--- src/regulator_cfg_params.svh ---
// Offsets, field positions, reset values and timing counts of the regulator configuration bank
`ifndef REGULATOR_CFG_PARAMS_SVH
`define REGULATOR_CFG_PARAMS_SVH

// ****************************************************************
// Register offsets
// ****************************************************************
`define OFS_CHANNEL_ENABLE_CTRL 8'h01
`define OFS_CH1_VOLTAGE_CODE    8'h02
`define OFS_CH2_CH3_VOLTAGE     8'h03
`define OFS_CH4_VOLTAGE_CODE    8'h04
`define OFS_VOLTAGE_SCALING_CFG 8'h05

// ****************************************************************
// Field positions
// ****************************************************************
`define NUM_CHANNELS            5
`define CH3_CODE_LSB            4
`define CH2_CODE_LSB            0
`define CH4_SCALE_EN_BIT        6
`define CH4_SCALE_INT_LSB       4
`define CH1_SCALE_EN_BIT        2
`define CH1_SCALE_INT_LSB       0

// ****************************************************************
// Reset values
// ****************************************************************
`define RST_CHANNEL_ENABLE_CTRL 8'h1F
`define RST_VOLTAGE_SCALING_CFG 8'h00

// ****************************************************************
// Step intervals in ns and their cycle counts at 100 ns per cycle
// ****************************************************************
`define CLK_PERIOD_NS           100
`define STEP_62US5_NS           62500
`define STEP_31US2_NS           31200
`define STEP_15US6_NS           15600
`define STEP_7US8_NS            7800
`define STEP_62US5_CYC          (`STEP_62US5_NS / `CLK_PERIOD_NS)
`define STEP_31US2_CYC          (`STEP_31US2_NS / `CLK_PERIOD_NS)
`define STEP_15US6_CYC          (`STEP_15US6_NS / `CLK_PERIOD_NS)
`define STEP_7US8_CYC           (`STEP_7US8_NS / `CLK_PERIOD_NS)

`endif

--- src/regulator_cfg_pkg.sv ---
// Types shared by the regulator configuration bank
package regulator_cfg_pkg;

  // Register access from the serial front end
  typedef struct packed {
    logic       wr_en;
    logic       rd_en;
    logic [7:0] addr;
    logic [7:0] wdata;
  } reg_req_type;

  // Factory fuse defaults for the voltage codes
  typedef struct packed {
    logic [4:0] chan1_voltage_code;
    logic [2:0] chan2_voltage_code;
    logic [2:0] chan3_voltage_code;
    logic [4:0] chan4_voltage_code;
  } fuse_codes_type;

  // Codes applied to the regulators
  typedef struct packed {
    logic [4:0] chan1_voltage_code;
    logic [2:0] chan2_voltage_code;
    logic [2:0] chan3_voltage_code;
    logic [4:0] chan4_voltage_code;
  } applied_codes_type;

  typedef enum logic [1:0] {
    SCALE_IDLE,
    SCALE_WAIT,
    SCALE_STEP
  } scale_state_type;

endpackage

--- src/regulator_channel_config_regs.sv ---
// Channel enable, voltage code and voltage scaling registers of the regulator
`timescale 1ns/1ps
`include "regulator_cfg_params.svh"

// Operation
// - Channel runs only when its soft enable bit and hardware pin both are high.
// - Soft enable bits reset to 1, so pins alone decide after reset.
// - Soft enable writes affect a channel only while its pin is high.
// - A low pin forces its soft enable bit back to 1.
// - Enable bits 0..4 are channels 1..5; bits 7:5 reserved.
// - Channel 1 code is bits 4:0 of its register; 0 means adjustable.
// - Channel 3 code is bits 6:4 of shared register; 0 means adjustable.
// - Channel 2 code is bits 2:0 of shared register; 0 means adjustable.
// - Channel 4 code is bits 4:0 of its register; 0 means adjustable.
// - Voltage code reset values come from factory fuse inputs.
// - Bit 6 enables channel 4 scaling; resets to 0.
// - Bit 2 enables channel 1 scaling; resets to 0.
// - Bits 5:4 pick channel 4 step interval 62.5/31.2/15.6/7.8 us.
// - Bits 1:0 pick channel 1 step interval, same encoding.
// - Registers return to reset values only on the power-on reset.
module regulator_channel_config_regs
  import regulator_cfg_pkg::*;
(
  input  wire logic                       clk_i,
  input  wire logic                       sys_rst_i,
  input  wire reg_req_type                req_i,
  output logic      [7:0]                 rdata_o,
  output logic                            rvalid_o,
  input  wire logic [`NUM_CHANNELS-1:0]   chan_hw_enable_pin_i,
  input  wire fuse_codes_type             fuse_codes_i,
  output logic      [`NUM_CHANNELS-1:0]   chan_enable_o,
  output applied_codes_type               applied_codes_o
);

  // ****************************************************************
  // Behaviour seen from outside
  // ****************************************************************
  // Register port: a write lands on the edge that takes it; a read answers
  // with rvalid_o one cycle later, and rdata_o holds until the next read.
  // A read and a write in the same cycle are both taken; the read shows
  // the old contents. Unmapped offsets ignore writes and read as zero.
  // All eight bits of each register are stored and read back; reserved
  // bits drive nothing.
  // Enable pins pass two synchroniser stages and the output flop, so a pin
  // change reaches chan_enable_o three cycles later; pulses shorter than a
  // cycle may be missed, which is fine for slow enable levels.
  // A low pin beats a same-cycle write that clears the channel's bit.
  // Fuse codes are sampled once, on the first edge after reset release;
  // a write to a code register on that very edge is lost.
  // Step intervals become 625, 312, 156 or 78 cycles, rounded down; the
  // stepper adds two cycles of overhead to each step.
  // Clearing a scaling enable mid-ramp lets the applied code jump to target.

  // ****************************************************************
  // Pin synchronisers
  // ****************************************************************
  logic [`NUM_CHANNELS-1:0] pin_meta_q;
  logic [`NUM_CHANNELS-1:0] pin_sync_q;

  // Enable pins are asynchronous to clk_i, two stages before use
  // Reset low keeps every channel off until its pin has been seen
  always_ff @(posedge clk_i or posedge sys_rst_i)
  begin
    if (sys_rst_i)
    begin
      pin_meta_q <= '0;
      pin_sync_q <= '0;
    end
    else
    begin
      pin_meta_q <= chan_hw_enable_pin_i;
      pin_sync_q <= pin_meta_q;
    end
  end

  // ****************************************************************
  // Fuse capture
  // ****************************************************************
  // Fuses are caught by a clocked process after reset release, never
  // loaded into the flops under the asynchronous reset itself.
  // Holding the load for a single cycle keeps later writes from being undone.
  logic fuse_load_q;
  logic fuse_load_d;

  assign fuse_load_d = 1'b0;

  always_ff @(posedge clk_i or posedge sys_rst_i)
  begin
    if (sys_rst_i)
      fuse_load_q <= 1'b1;
    else
      fuse_load_q <= fuse_load_d;
  end

  // ****************************************************************
  // Register storage
  // ****************************************************************
  logic [7:0] enable_ctrl_q;
  logic [7:0] enable_ctrl_d;
  logic [7:0] ch1_code_q;
  logic [7:0] ch1_code_d;
  logic [7:0] ch23_code_q;
  logic [7:0] ch23_code_d;
  logic [7:0] ch4_code_q;
  logic [7:0] ch4_code_d;
  logic [7:0] scaling_cfg_q;
  logic [7:0] scaling_cfg_d;
  logic [7:0] rdata_q;
  logic [7:0] rdata_d;
  logic       rvalid_q;
  logic       rvalid_d;

  // Address match helper used by every write strobe
  function automatic logic hit(input reg_req_type r, input logic [7:0] ofs);
    hit = (r.addr == ofs);
  endfunction

  // ****************************************************************
  // Write decode
  // ****************************************************************
  logic wr_enable_ctrl;
  logic wr_ch1_code;
  logic wr_ch23_code;
  logic wr_ch4_code;
  logic wr_scaling_cfg;

  // One strobe per register; offsets compare exactly, so nothing aliases
  always_comb
  begin
    wr_enable_ctrl = req_i.wr_en && hit(req_i, `OFS_CHANNEL_ENABLE_CTRL);
    wr_ch1_code    = req_i.wr_en && hit(req_i, `OFS_CH1_VOLTAGE_CODE);
    wr_ch23_code   = req_i.wr_en && hit(req_i, `OFS_CH2_CH3_VOLTAGE);
    wr_ch4_code    = req_i.wr_en && hit(req_i, `OFS_CH4_VOLTAGE_CODE);
    wr_scaling_cfg = req_i.wr_en && hit(req_i, `OFS_VOLTAGE_SCALING_CFG);
  end

  // Next values for writes, pin forcing and fuse loading
  always_comb
  begin
    enable_ctrl_d = enable_ctrl_q;
    ch1_code_d    = ch1_code_q;
    ch23_code_d   = ch23_code_q;
    ch4_code_d    = ch4_code_q;
    scaling_cfg_d = scaling_cfg_q;
    if (wr_enable_ctrl)
      enable_ctrl_d = req_i.wdata;
    if (wr_ch1_code)
      ch1_code_d = req_i.wdata;
    if (wr_ch23_code)
      ch23_code_d = req_i.wdata;
    if (wr_ch4_code)
      ch4_code_d = req_i.wdata;
    if (wr_scaling_cfg)
      scaling_cfg_d = req_i.wdata;
    // Pin low wins over a same-cycle write, so startup is always clean
    for (int i = 0; i < `NUM_CHANNELS; i++)
    begin
      if (!pin_sync_q[i])
      begin
        enable_ctrl_d[i] = 1'b1;
      end
    end
    // Fuse defaults on the first cycle after reset, reserved bits zero
    if (fuse_load_q)
    begin
      ch1_code_d  = {3'h0, fuse_codes_i.chan1_voltage_code};
      ch23_code_d = {1'b0, fuse_codes_i.chan3_voltage_code, 1'b0,
                     fuse_codes_i.chan2_voltage_code};
      ch4_code_d  = {3'h0, fuse_codes_i.chan4_voltage_code};
    end
  end

  // Only the power-on reset clears the bank
  // Code registers clear to zero here; the fuse load fills them one edge later
  always_ff @(posedge clk_i or posedge sys_rst_i)
  begin
    if (sys_rst_i)
    begin
      enable_ctrl_q <= `RST_CHANNEL_ENABLE_CTRL;
      ch1_code_q    <= 8'h00;
      ch23_code_q   <= 8'h00;
      ch4_code_q    <= 8'h00;
      scaling_cfg_q <= `RST_VOLTAGE_SCALING_CFG;
    end
    else
    begin
      enable_ctrl_q <= enable_ctrl_d;
      ch1_code_q    <= ch1_code_d;
      ch23_code_q   <= ch23_code_d;
      ch4_code_q    <= ch4_code_d;
      scaling_cfg_q <= scaling_cfg_d;
    end
  end

  // ****************************************************************
  // Read path
  // ****************************************************************
  // Unmapped offsets read as zero; rdata_q keeps its value between reads
  always_comb
  begin
    rvalid_d = req_i.rd_en;
    rdata_d  = rdata_q;
    if (req_i.rd_en)
    begin
      case (req_i.addr)
        `OFS_CHANNEL_ENABLE_CTRL: rdata_d = enable_ctrl_q;
        `OFS_CH1_VOLTAGE_CODE:    rdata_d = ch1_code_q;
        `OFS_CH2_CH3_VOLTAGE:     rdata_d = ch23_code_q;
        `OFS_CH4_VOLTAGE_CODE:    rdata_d = ch4_code_q;
        `OFS_VOLTAGE_SCALING_CFG: rdata_d = scaling_cfg_q;
        default:                  rdata_d = 8'h00;
      endcase
    end
  end

  // Answer registers; rvalid_q pulses for one cycle per read
  always_ff @(posedge clk_i or posedge sys_rst_i)
  begin
    if (sys_rst_i)
    begin
      rdata_q  <= 8'h00;
      rvalid_q <= 1'b0;
    end
    else
    begin
      rdata_q  <= rdata_d;
      rvalid_q <= rvalid_d;
    end
  end

  assign rdata_o  = rdata_q;
  assign rvalid_o = rvalid_q;

  // ****************************************************************
  // Channel enables
  // ****************************************************************
  logic [`NUM_CHANNELS-1:0] chan_enable_q;
  logic [`NUM_CHANNELS-1:0] chan_enable_d;

  // Soft bit ANDed with the synchronised pin; registered for a clean output
  always_comb
  begin
    chan_enable_d = enable_ctrl_q[`NUM_CHANNELS-1:0] & pin_sync_q;
  end

  // Enables start off and rise only once the synchronised pins are seen
  always_ff @(posedge clk_i or posedge sys_rst_i)
  begin
    if (sys_rst_i)
      chan_enable_q <= '0;
    else
      chan_enable_q <= chan_enable_d;
  end

  assign chan_enable_o = chan_enable_q;

  // ****************************************************************
  // Applied voltage codes
  // ****************************************************************
  logic [4:0] ch1_applied;
  logic [4:0] ch4_applied;

  // Channel 1 ramps when its scaling bit is set
  voltage_ramp #(
    .CODE_W (5)
  ) ch1_ramp (
    .clk_i       (clk_i),
    .sys_rst_i   (sys_rst_i),
    .load_i      (fuse_load_q),
    .load_code_i (fuse_codes_i.chan1_voltage_code),
    .target_i    (ch1_code_q[4:0]),
    .scale_en_i  (scaling_cfg_q[`CH1_SCALE_EN_BIT]),
    .interval_i  (scaling_cfg_q[`CH1_SCALE_INT_LSB +: 2]),
    .applied_o   (ch1_applied)
  );

  // Channel 4 ramps when its scaling bit is set
  voltage_ramp #(
    .CODE_W (5)
  ) ch4_ramp (
    .clk_i       (clk_i),
    .sys_rst_i   (sys_rst_i),
    .load_i      (fuse_load_q),
    .load_code_i (fuse_codes_i.chan4_voltage_code),
    .target_i    (ch4_code_q[4:0]),
    .scale_en_i  (scaling_cfg_q[`CH4_SCALE_EN_BIT]),
    .interval_i  (scaling_cfg_q[`CH4_SCALE_INT_LSB +: 2]),
    .applied_o   (ch4_applied)
  );

  // Channels 2 and 3 have no scaling and follow their fields directly.
  // One process drives the whole struct, so every field has a single driver
  // and no field can be left floating.
  always_comb
  begin
    applied_codes_o.chan1_voltage_code = ch1_applied;
    applied_codes_o.chan2_voltage_code = ch23_code_q[`CH2_CODE_LSB +: 3];
    applied_codes_o.chan3_voltage_code = ch23_code_q[`CH3_CODE_LSB +: 3];
    applied_codes_o.chan4_voltage_code = ch4_applied;
  end

endmodule

--- src/voltage_ramp.sv ---
// One channel's voltage scaling stepper: walks the applied code toward the target
`timescale 1ns/1ps
`include "regulator_cfg_params.svh"

module voltage_ramp
  import regulator_cfg_pkg::*;
#(
  parameter int CODE_W = 5
)
(
  input  wire logic              clk_i,
  input  wire logic              sys_rst_i,
  input  wire logic              load_i,
  input  wire logic [CODE_W-1:0] load_code_i,
  input  wire logic [CODE_W-1:0] target_i,
  input  wire logic              scale_en_i,
  input  wire logic [1:0]        interval_i,
  output logic      [CODE_W-1:0] applied_o
);

  // ****************************************************************
  // Interval decode
  // ****************************************************************
  function automatic logic [9:0] interval_cycles(input logic [1:0] sel);
    case (sel)
      2'h0:    interval_cycles = 10'(`STEP_62US5_CYC);
      2'h1:    interval_cycles = 10'(`STEP_31US2_CYC);
      2'h2:    interval_cycles = 10'(`STEP_15US6_CYC);
      default: interval_cycles = 10'(`STEP_7US8_CYC);
    endcase
  endfunction

  scale_state_type   state_q;
  scale_state_type   state_d;
  logic [9:0]        count_q;
  logic [9:0]        count_d;
  logic [CODE_W-1:0] applied_q;
  logic [CODE_W-1:0] applied_d;

  // ****************************************************************
  // Next state: step once per interval, jump when scaling is off
  // ****************************************************************
  always_comb
  begin
    state_d   = state_q;
    count_d   = count_q;
    applied_d = applied_q;
    if (load_i)
    begin
      applied_d = load_code_i;
      state_d   = SCALE_IDLE;
    end
    else if (!scale_en_i)
    begin
      applied_d = target_i;
      state_d   = SCALE_IDLE;
    end
    else
    begin
      case (state_q)
        SCALE_IDLE:
        begin
          if (applied_q != target_i)
          begin
            count_d = interval_cycles(interval_i) - 10'h001;
            state_d = SCALE_WAIT;
          end
        end
        SCALE_WAIT:
        begin
          if (count_q == 10'h000)
            state_d = SCALE_STEP;
          else
            count_d = count_q - 10'h001;
        end
        SCALE_STEP:
        begin
          // One code step toward the target, never past it
          if (applied_q < target_i)
            applied_d = applied_q + CODE_W'(1);
          else if (applied_q > target_i)
            applied_d = applied_q - CODE_W'(1);
          state_d = SCALE_IDLE;
        end
        default: state_d = SCALE_IDLE;
      endcase
    end
  end

  // Registers only
  always_ff @(posedge clk_i or posedge sys_rst_i)
  begin
    if (sys_rst_i)
    begin
      state_q   <= SCALE_IDLE;
      count_q   <= 10'h000;
      applied_q <= '0;
    end
    else
    begin
      state_q   <= state_d;
      count_q   <= count_d;
      applied_q <= applied_d;
    end
  end

  assign applied_o = applied_q;

endmodule

--- config.mk ---
export PLATFORM = sky130hd
export DESIGN_NAME = regulator_channel_config_regs
export DESIGN_NICKNAME = d
export VERILOG_FILES = /design/src/regulator_cfg_pkg.sv /design/src/regulator_channel_config_regs.sv /design/src/voltage_ramp.sv
export VERILOG_INCLUDE_DIRS = /design/src
export SDC_FILE = /design/constraint.sdc
export NUM_CORES = 1
export LEC_CHECK = 0
export BUFFER_PORTS_ARGS = -buffer_cell sky130_fd_sc_hd__buf_2
export CAP_MARGIN = 20
export CORE_AREA = 2 2 120 122
export CTS_CLUSTER_DIAMETER = 100
export DETAILED_ROUTE_END_ITERATION = 8
export DIE_AREA = 0 0 122 124
export SLEW_MARGIN = 20
export SYNTH_ARGS = -nofsm -noshare
export SYNTH_HDL_FRONTEND = slang
export SYNTH_HIERARCHICAL = 1
export SYNTH_SLANG_ARGS = --single-unit
--- constraint.sdc ---
create_clock -name clk_i -period 3.32 [get_ports clk_i]
set_input_delay 0.332 -clock clk_i [delete_from_list [all_inputs] [get_ports clk_i]]
set_output_delay 0.332 -clock clk_i [all_outputs]
set_load 0.02 [all_outputs]
# == Word-level counts from Yosys, hierarchy flattened ==
# Cells that the tools add are included.
# totals
ff_bits,99
input_bits,41
out_inout_bits,30
wordCells,139
# classes
n_addsub,8
n_lt_le_gt_ge,4
n_eq_ne,32
muxes,49
bitwise_logic,2
n_reduce_logical,22
# ops
cell,count
two-way mux 10 bit,12
one-hot mux 10 bit (3 select lines),2
two-way mux 5 bit,11
two-way mux 8 bit,6
one-hot mux 10 bit (2 select lines),2
one-hot mux 8 bit (5 select lines),1
subtractor 10 x 1 -> 10 bit (second input constant),4
zero test 10 bit,2
== test 8 x 2 -> 1 bit (second input constant),2
== test 8 x 3 -> 1 bit (second input constant),2
two-way mux 2 bit,8
inequality test 4 x 3 -> 1 bit (second input constant),4
inequality test 2 x 1 -> 1 bit (second input constant),7
adder 5 x 1 -> 5 bit (second input constant),2
> comparator 5 bit,2
< comparator 5 bit,2
inequality test 5 bit,2
AND reduction 5 bit,2
nonzero test 2 bit,5
subtractor 5 x 1 -> 5 bit (second input constant),2
== test 2 x 1 -> 1 bit (second input constant),4
== test 2 bit (second input constant),4
== test 8 x 1 -> 1 bit (second input constant),1
zero test 2 bit,4
other kinds (9),24

# == Longest topological paths before layout ==
# logic_depth
ltp_word,9
depth_mapped,13
depth_no_buf,12

# == Cells and area by module ==
# The synthesis kept the hierarchy.
# by_module_without_submodules
mod,n_inst,cells_per_inst,area_each_um2,seq_area_each_um2
regulator_channel_config_regs,1,281,3209.3,1634.1
voltage_ramp (ch1_ramp),1,167,1468.9,425.4
voltage_ramp (ch4_ramp),1,160,1406.3,425.4

# == Least setup slack after synthesis ==
# No wires, ideal clock.
# synth_timing
path_type,flip-flop to flip-flop
startpoint,reg ch1_ramp.applied_q[2] (netlist: ch1_ramp/applied_o[2])
endpoint,reg ch1_ramp.applied_q[4] (netlist: ch1_ramp/applied_o[4])
setup_ps,67
arrival_ps,2849
t_required_ps,3253
slack_ps,404
stages_incl_launch_ff,12
n_path_buf,1
synth_period_minus_slack_ps,2916
path_cell_list,dfrtp_1 ha_1 a21oi_1 a21oi_1 or2_2 clkbuf_1 ha_1 nor2b_1 o21a_1 or4_1 o221ai_1 a311o_1
# synth_via
elab_chain_cells,6
elab_cells_between_ends,11
classes_between,add/sub: 2; order compare: 2; eq/ne: 1; mux: 5; reduce/logical: 1
# synth_rtl
element,line_no,text
start: declaration,voltage_ramp.sv:37,logic [CODE_W-1:0] applied_q;
start signal: assignment,voltage_ramp.sv:103,applied_q <= applied_d;
subtractor 5 x 1 -> 5 bit,voltage_ramp.sv:82,applied_d = applied_q - CODE_W'(1);
two-way mux 5 bit,voltage_ramp.sv:81,else if (applied_q > target_i)
two-way mux 5 bit,voltage_ramp.sv:79,if (applied_q < target_i)
two-way mux 5 bit,voltage_ramp.sv:60,case (state_q)
two-way mux 5 bit,voltage_ramp.sv:53,else if (!scale_en_i)
two-way mux 5 bit,voltage_ramp.sv:48,if (load_i)
# Parallel ways exist; a longest one is shown, timed or not. The select of a mux whose other input is x is not followed.
# A chain may end at the register's enable or synchronous reset.

# == Worst setup path after layout ==
# layout_timing
startpoint,reg ch1_code_q[2]
endpoint,reg ch1_ramp.applied_q[4] (netlist: ch1_ramp/applied_o[4])
# layout_via
elab_chain_cells,5
elab_cells_between_ends,8
classes_between,order compare: 2; eq/ne: 1; mux: 4; reduce/logical: 1
# layout_rtl
element,line_no,text
start: declaration,regulator_channel_config_regs.sv:100,logic [7:0] ch1_code_q;
start signal: assignment,regulator_channel_config_regs.sv:188,ch1_code_q <= ch1_code_d;
< comparator 5 bit,voltage_ramp.sv:79,
two-way mux 5 bit,voltage_ramp.sv:79,
two-way mux 5 bit,voltage_ramp.sv:60,
two-way mux 5 bit,voltage_ramp.sv:53,
two-way mux 5 bit,voltage_ramp.sv:48,
# Parallel ways exist; a longest one is shown, timed or not. The select of a mux whose other input is x is not followed.

==> summary.md <==
| Metric | Value |
|---|---|
| Vias | 4851 |
| Fin Setup TNS | 0 ns |
| Setup bufs post-CTS | 0 |
| Pre-CTS WS | 0.401 ns |
| Reg2reg end | ch1_ramp/applied_o[4]$_DFFE_PP0P_ |
| Number of diodes | 0 |
| Setup crit start | ch1_code_q[2]$_DFFE_PP0P_ |
| Post-synthesis sequential area ratio | 0.408 |
| Max cap viols | 0 |
| Top cell type by total area after synthesis | dfrtp_1 |
| Avg Cell Area, Syn | 10.0 sq um |
| Routed len/inst | 18.0 um |
| Mapped cell area | 6080 sq um |
| Slowest library cell on the worst path | or4_1 |
| Final period util | 0.894 |
| Die X | 122 um |
| Synth unique cells | 76 |
| Worst path top cell family by delay | simple AND/OR/NAND/NOR gates |
| Number of CTS-inserted buffers | 9 |
| FF-to-FF path depth | 11 |
| CTS tree | done |
| Clk sinks | 99 |
| Maximum clock insertion buffer count | 2 |
| Reg2reg start | ch1_code_q[2]$_DFFE_PP0P_ |
| CP peak stage delay | 0.46 ns |
| Fmax achieved | 337 MHz |
| Root buffer cell | clkbuf_16 |
| TritonRoute pass-1 iters | 5 |
| Layout cells sized above 1 | 0.228 |
| Crit Path Class | reg2reg |
| GRT Util Overall | 0.213 |
| Grt total ovfl | 0 |
| Initial antenna violation count | 0 |
| Initial Util | 0.444 |
| Worst skew pair latency | 0.36 ns |
| Skew final | 0.00799 ns |
| Ys async rst share | 1.00 |
| Crit Path Max Fanout | 6 |
| Routed Antenna Nets | 0 |
| Status | finished clean |
| Fin worst setup slack | 0.351 ns |
| GPL Wtd Cong | 0.864 |
| Mapped Nets | 679 |
| WP data arrival | 3.26 ns |
| Setup crit end kind | flop |
| Top_reg_cell synth | dfrtp_1 |
| Worst hold-check path type | in2async |
| Finish-stage setup viols | 0 |
| Placed wire-length estimate | 11100 um |
| Post_cts resized | 0 |
| CP Buf/Inv Count | 1 |
| P&R area growth vs syn | 13.1% |
| Synth area leaders | dfrtp_1 38%, ha_1 5.8%, mux2_2 5.0%, nor2b_1 3.8%, a21oi_1 3.5% |
| Clk slew on worst S/H paths | 0.07 ns |
| Warning count from the yosys run | 6 |
| H-tree Lvls | 3 |
| Die area | 15100 sq um |
| Post-Route Utilization | 0.502 |
| Row count | 43 |
| Number of global-route vias before repair | 4889 |
| Via-to-Cell Ratio | 5.73 |
| Crit path launch type | flop |
| Final net count | 733 |
| Post-CTS Hold Buffers | 0 |
| # IOs | 71 |
| RSZ-0062 raised after global routing | false |
| Number of synthesized flops with an enable pin | 0 |
| Drt total wl | 15300 um |
| Fillers | 1316 |
| Number of DRC markers in iteration 0 | 255 |
| Worst VDD drop | 0.416 mV |
| WP data required | 3.61 ns |
| Max-slew violation count | 0 |
| Final Hold Viols | 0 |
| First-pass GRT wire length | 24900 um |
| Worst slew pin tran | 0.934 ns |
| DRC Markers | 0 |
| CP cell instances | inv_1 > ha_1 > a21oi_1 > a21oi_1 > or2_2 > ha_1 > nor2b_1 > o21a_1 > or4_1 > o221ai_1 > a311o_1 |
| Final min period | 2.97 ns |
| Largest net degree at the start of global routing | 66 |
| WHS | 0.0577 ns |
| P per Cell Area | 500 nW/um^2 |
| Max-slew headroom | 0.370 |
| R2r setup slk | 0.35 ns |
| Port Buffer Count | 70 |
| Die Y | 124 um |
| Cells after synthesis | 608 |
| Core area | 13700 sq um |
| Top-area cell type share of the netlist area | 0.382 |
| Register bit total from synthesis | 99 |
| Leak | 3.02 nW |
[cell families (layout without fill, tap and decap cells)]
logic type	count (synthesis)	after routing	synth area share
compound gates	173	173	0.199
xor+xnor	8	8	0.0115
fa+ha+maj	30	30	0.0642
buf+inv	69	128	0.0514
flops	99	99	0.408
mux	48	48	0.0845
other cells	1	1	0.000616
simple gates	180	180	0.181
[routing by layer]
| layer | share of wire | global-route usage | vias up |
|---|---|---|---|
| li1 | - | - | 2340 |
| met1 | 0.44 | 0.276 | 2382 |
| met2 | 0.50 | 0.358 | 111 |
| met3 | 0.041 | 0.0375 | 18 |
| met4 | 0.019 | 0.0769 | 0 |
| met5 | 0 | 0 | - |
[layout by cell type (no fill, tap or decap), types with 4 or more instances in the layout]
cell type,instances
ha_1,28
a31oi_1,9
nand2b_1,20
nor3b_1,5
o211ai_1,4
a21o_1,5
o21a_1,5
o31ai_1,21
o22a_1,4
nand2_1,23
dfstp_2,6
a22oi_1,10
buf_2,70
mux2_2,27
o22ai_1,5
a41oi_1,19
and2_1,5
a21oi_1,43
nand3_1,7
buf_4,8
nand4_1,5
inv_1,31
dfrtp_1,93
xnor2_1,6
o21ai_0,25
clkbuf_16,9
nor4_1,5
or3_1,5
nor2b_1,37
mux2i_1,21
nor3_1,10
nor2_1,31
[worst max-delay path by stage]
| stage | slack (ns) | endpoint | depth (start not counted) |
|---|---|---|---|
| 2_1_floorplan | 0.40 | ch1_ramp/applied_o[4]$_DFFE_PP0P_ | 11 |
| 3_3_place_gp | 0.47 | ch1_ramp/applied_o[4]$_DFFE_PP0P_ | 11 |
| 3_5_place_dp | 0.40 | ch1_ramp/applied_o[4]$_DFFE_PP0P_ | 11 |
| 4_1_cts | 0.38 | ch1_ramp/applied_o[4]$_DFFE_PP0P_ | 11 |
| 5_1_grt | 0.17 | ch1_ramp/applied_o[4]$_DFFE_PP0P_ | 11 |
| 6_report | 0.35 | ch1_ramp/applied_o[4]$_DFFE_PP0P_ | 11 |
[synth_stat cells, types with 3 or more instances]
| master | count |
|---|---|
| xnor2_1 | 6 |
| buf_1 | 3 |
| dfstp_2 | 6 |
| nor3b_1 | 5 |
| a22o_1 | 3 |
| mux2i_1 | 21 |
| buf_6 | 3 |
| o221ai_1 | 3 |
| nor2b_1 | 37 |
| o211ai_1 | 4 |
| nand2_1 | 23 |
| nand4_1 | 5 |
| o22a_1 | 4 |
| clkbuf_1 | 21 |
| or3_1 | 5 |
| nor3_1 | 10 |
| inv_1 | 32 |
| nand2b_1 | 20 |
| a31oi_1 | 9 |
| dfrtp_1 | 93 |
| buf_4 | 8 |
| a21o_1 | 5 |
| or2_2 | 3 |
| ha_1 | 28 |
| o21a_1 | 5 |
| nor2_1 | 31 |
| nand3_1 | 7 |
| and2_1 | 5 |
| a21oi_1 | 43 |
| a41oi_1 | 19 |
| o31ai_1 | 21 |
| o21ai_0 | 25 |
| o22ai_1 | 5 |
| a22oi_1 | 10 |
| nor4_1 | 5 |
| mux2_2 | 27 |
[area by class of cell]
| type | count | area [sq um] | area share |
|---|---|---|---|
| multi-input cells | 440 | 3300 | 0.479 |
| repair buffers | 79 | 430 | 0.0625 |
| flip-flops and latches | 99 | 2480 | 0.361 |
| inverters | 33 | 124 | 0.0180 |
| clock buffers | 9 | 225 | 0.0327 |
| well taps | 180 | 225 | 0.0327 |
| clock inverters | 7 | 96.3 | 0.0140 |
[flip-flops by register name, summed over array words and instances, names as in the netlist]
| register | cells |
|---|---|
| ch1_ramp/count_q | 10 |
| ch4_ramp/count_q | 10 |
| ch1_code_q | 8 |
| ch23_code_q | 8 |
| ch4_code_q | 8 |
| enable_ctrl_q | 8 |
| rdata_o | 8 |
| scaling_cfg_q | 8 |
| ch1_ramp/applied_o | 5 |
| ch4_ramp/applied_o | 5 |
| chan_enable_o | 5 |
| pin_meta_q | 5 |
| pin_sync_q | 5 |
| ch1_ramp/state_q | 2 |
| ch4_ramp/state_q | 2 |
| fuse_load_q | 1 |
| rvalid_o | 1 |
[stage by stage]
step	instances	power, W	area, sq um
3_5_place_dp	831	0.00231	6560
2_1_floorplan	608	0.00209	6080
5_1_grt	847	0.00364	6880
6_report	847	0.00344	6880
4_1_cts	847	0.00349	6880
3_3_place_gp	831	0.00229	6560
[power breakdown]
| part | internal [W] | switching (W) |
|---|---|---|
| logic | 0.000349 | 0.000439 |
| clock network | 0.000666 | 0.000488 |
| registers | 0.00133 | 0.000165 |
| total | 0.00235 | 0.00109 |
[tightest hold or removal path: stages]
cell    delay, ns
buf_2        0.12
inv_2        0.06
buf_12       0.30
(Power assumes the default switching activity.)
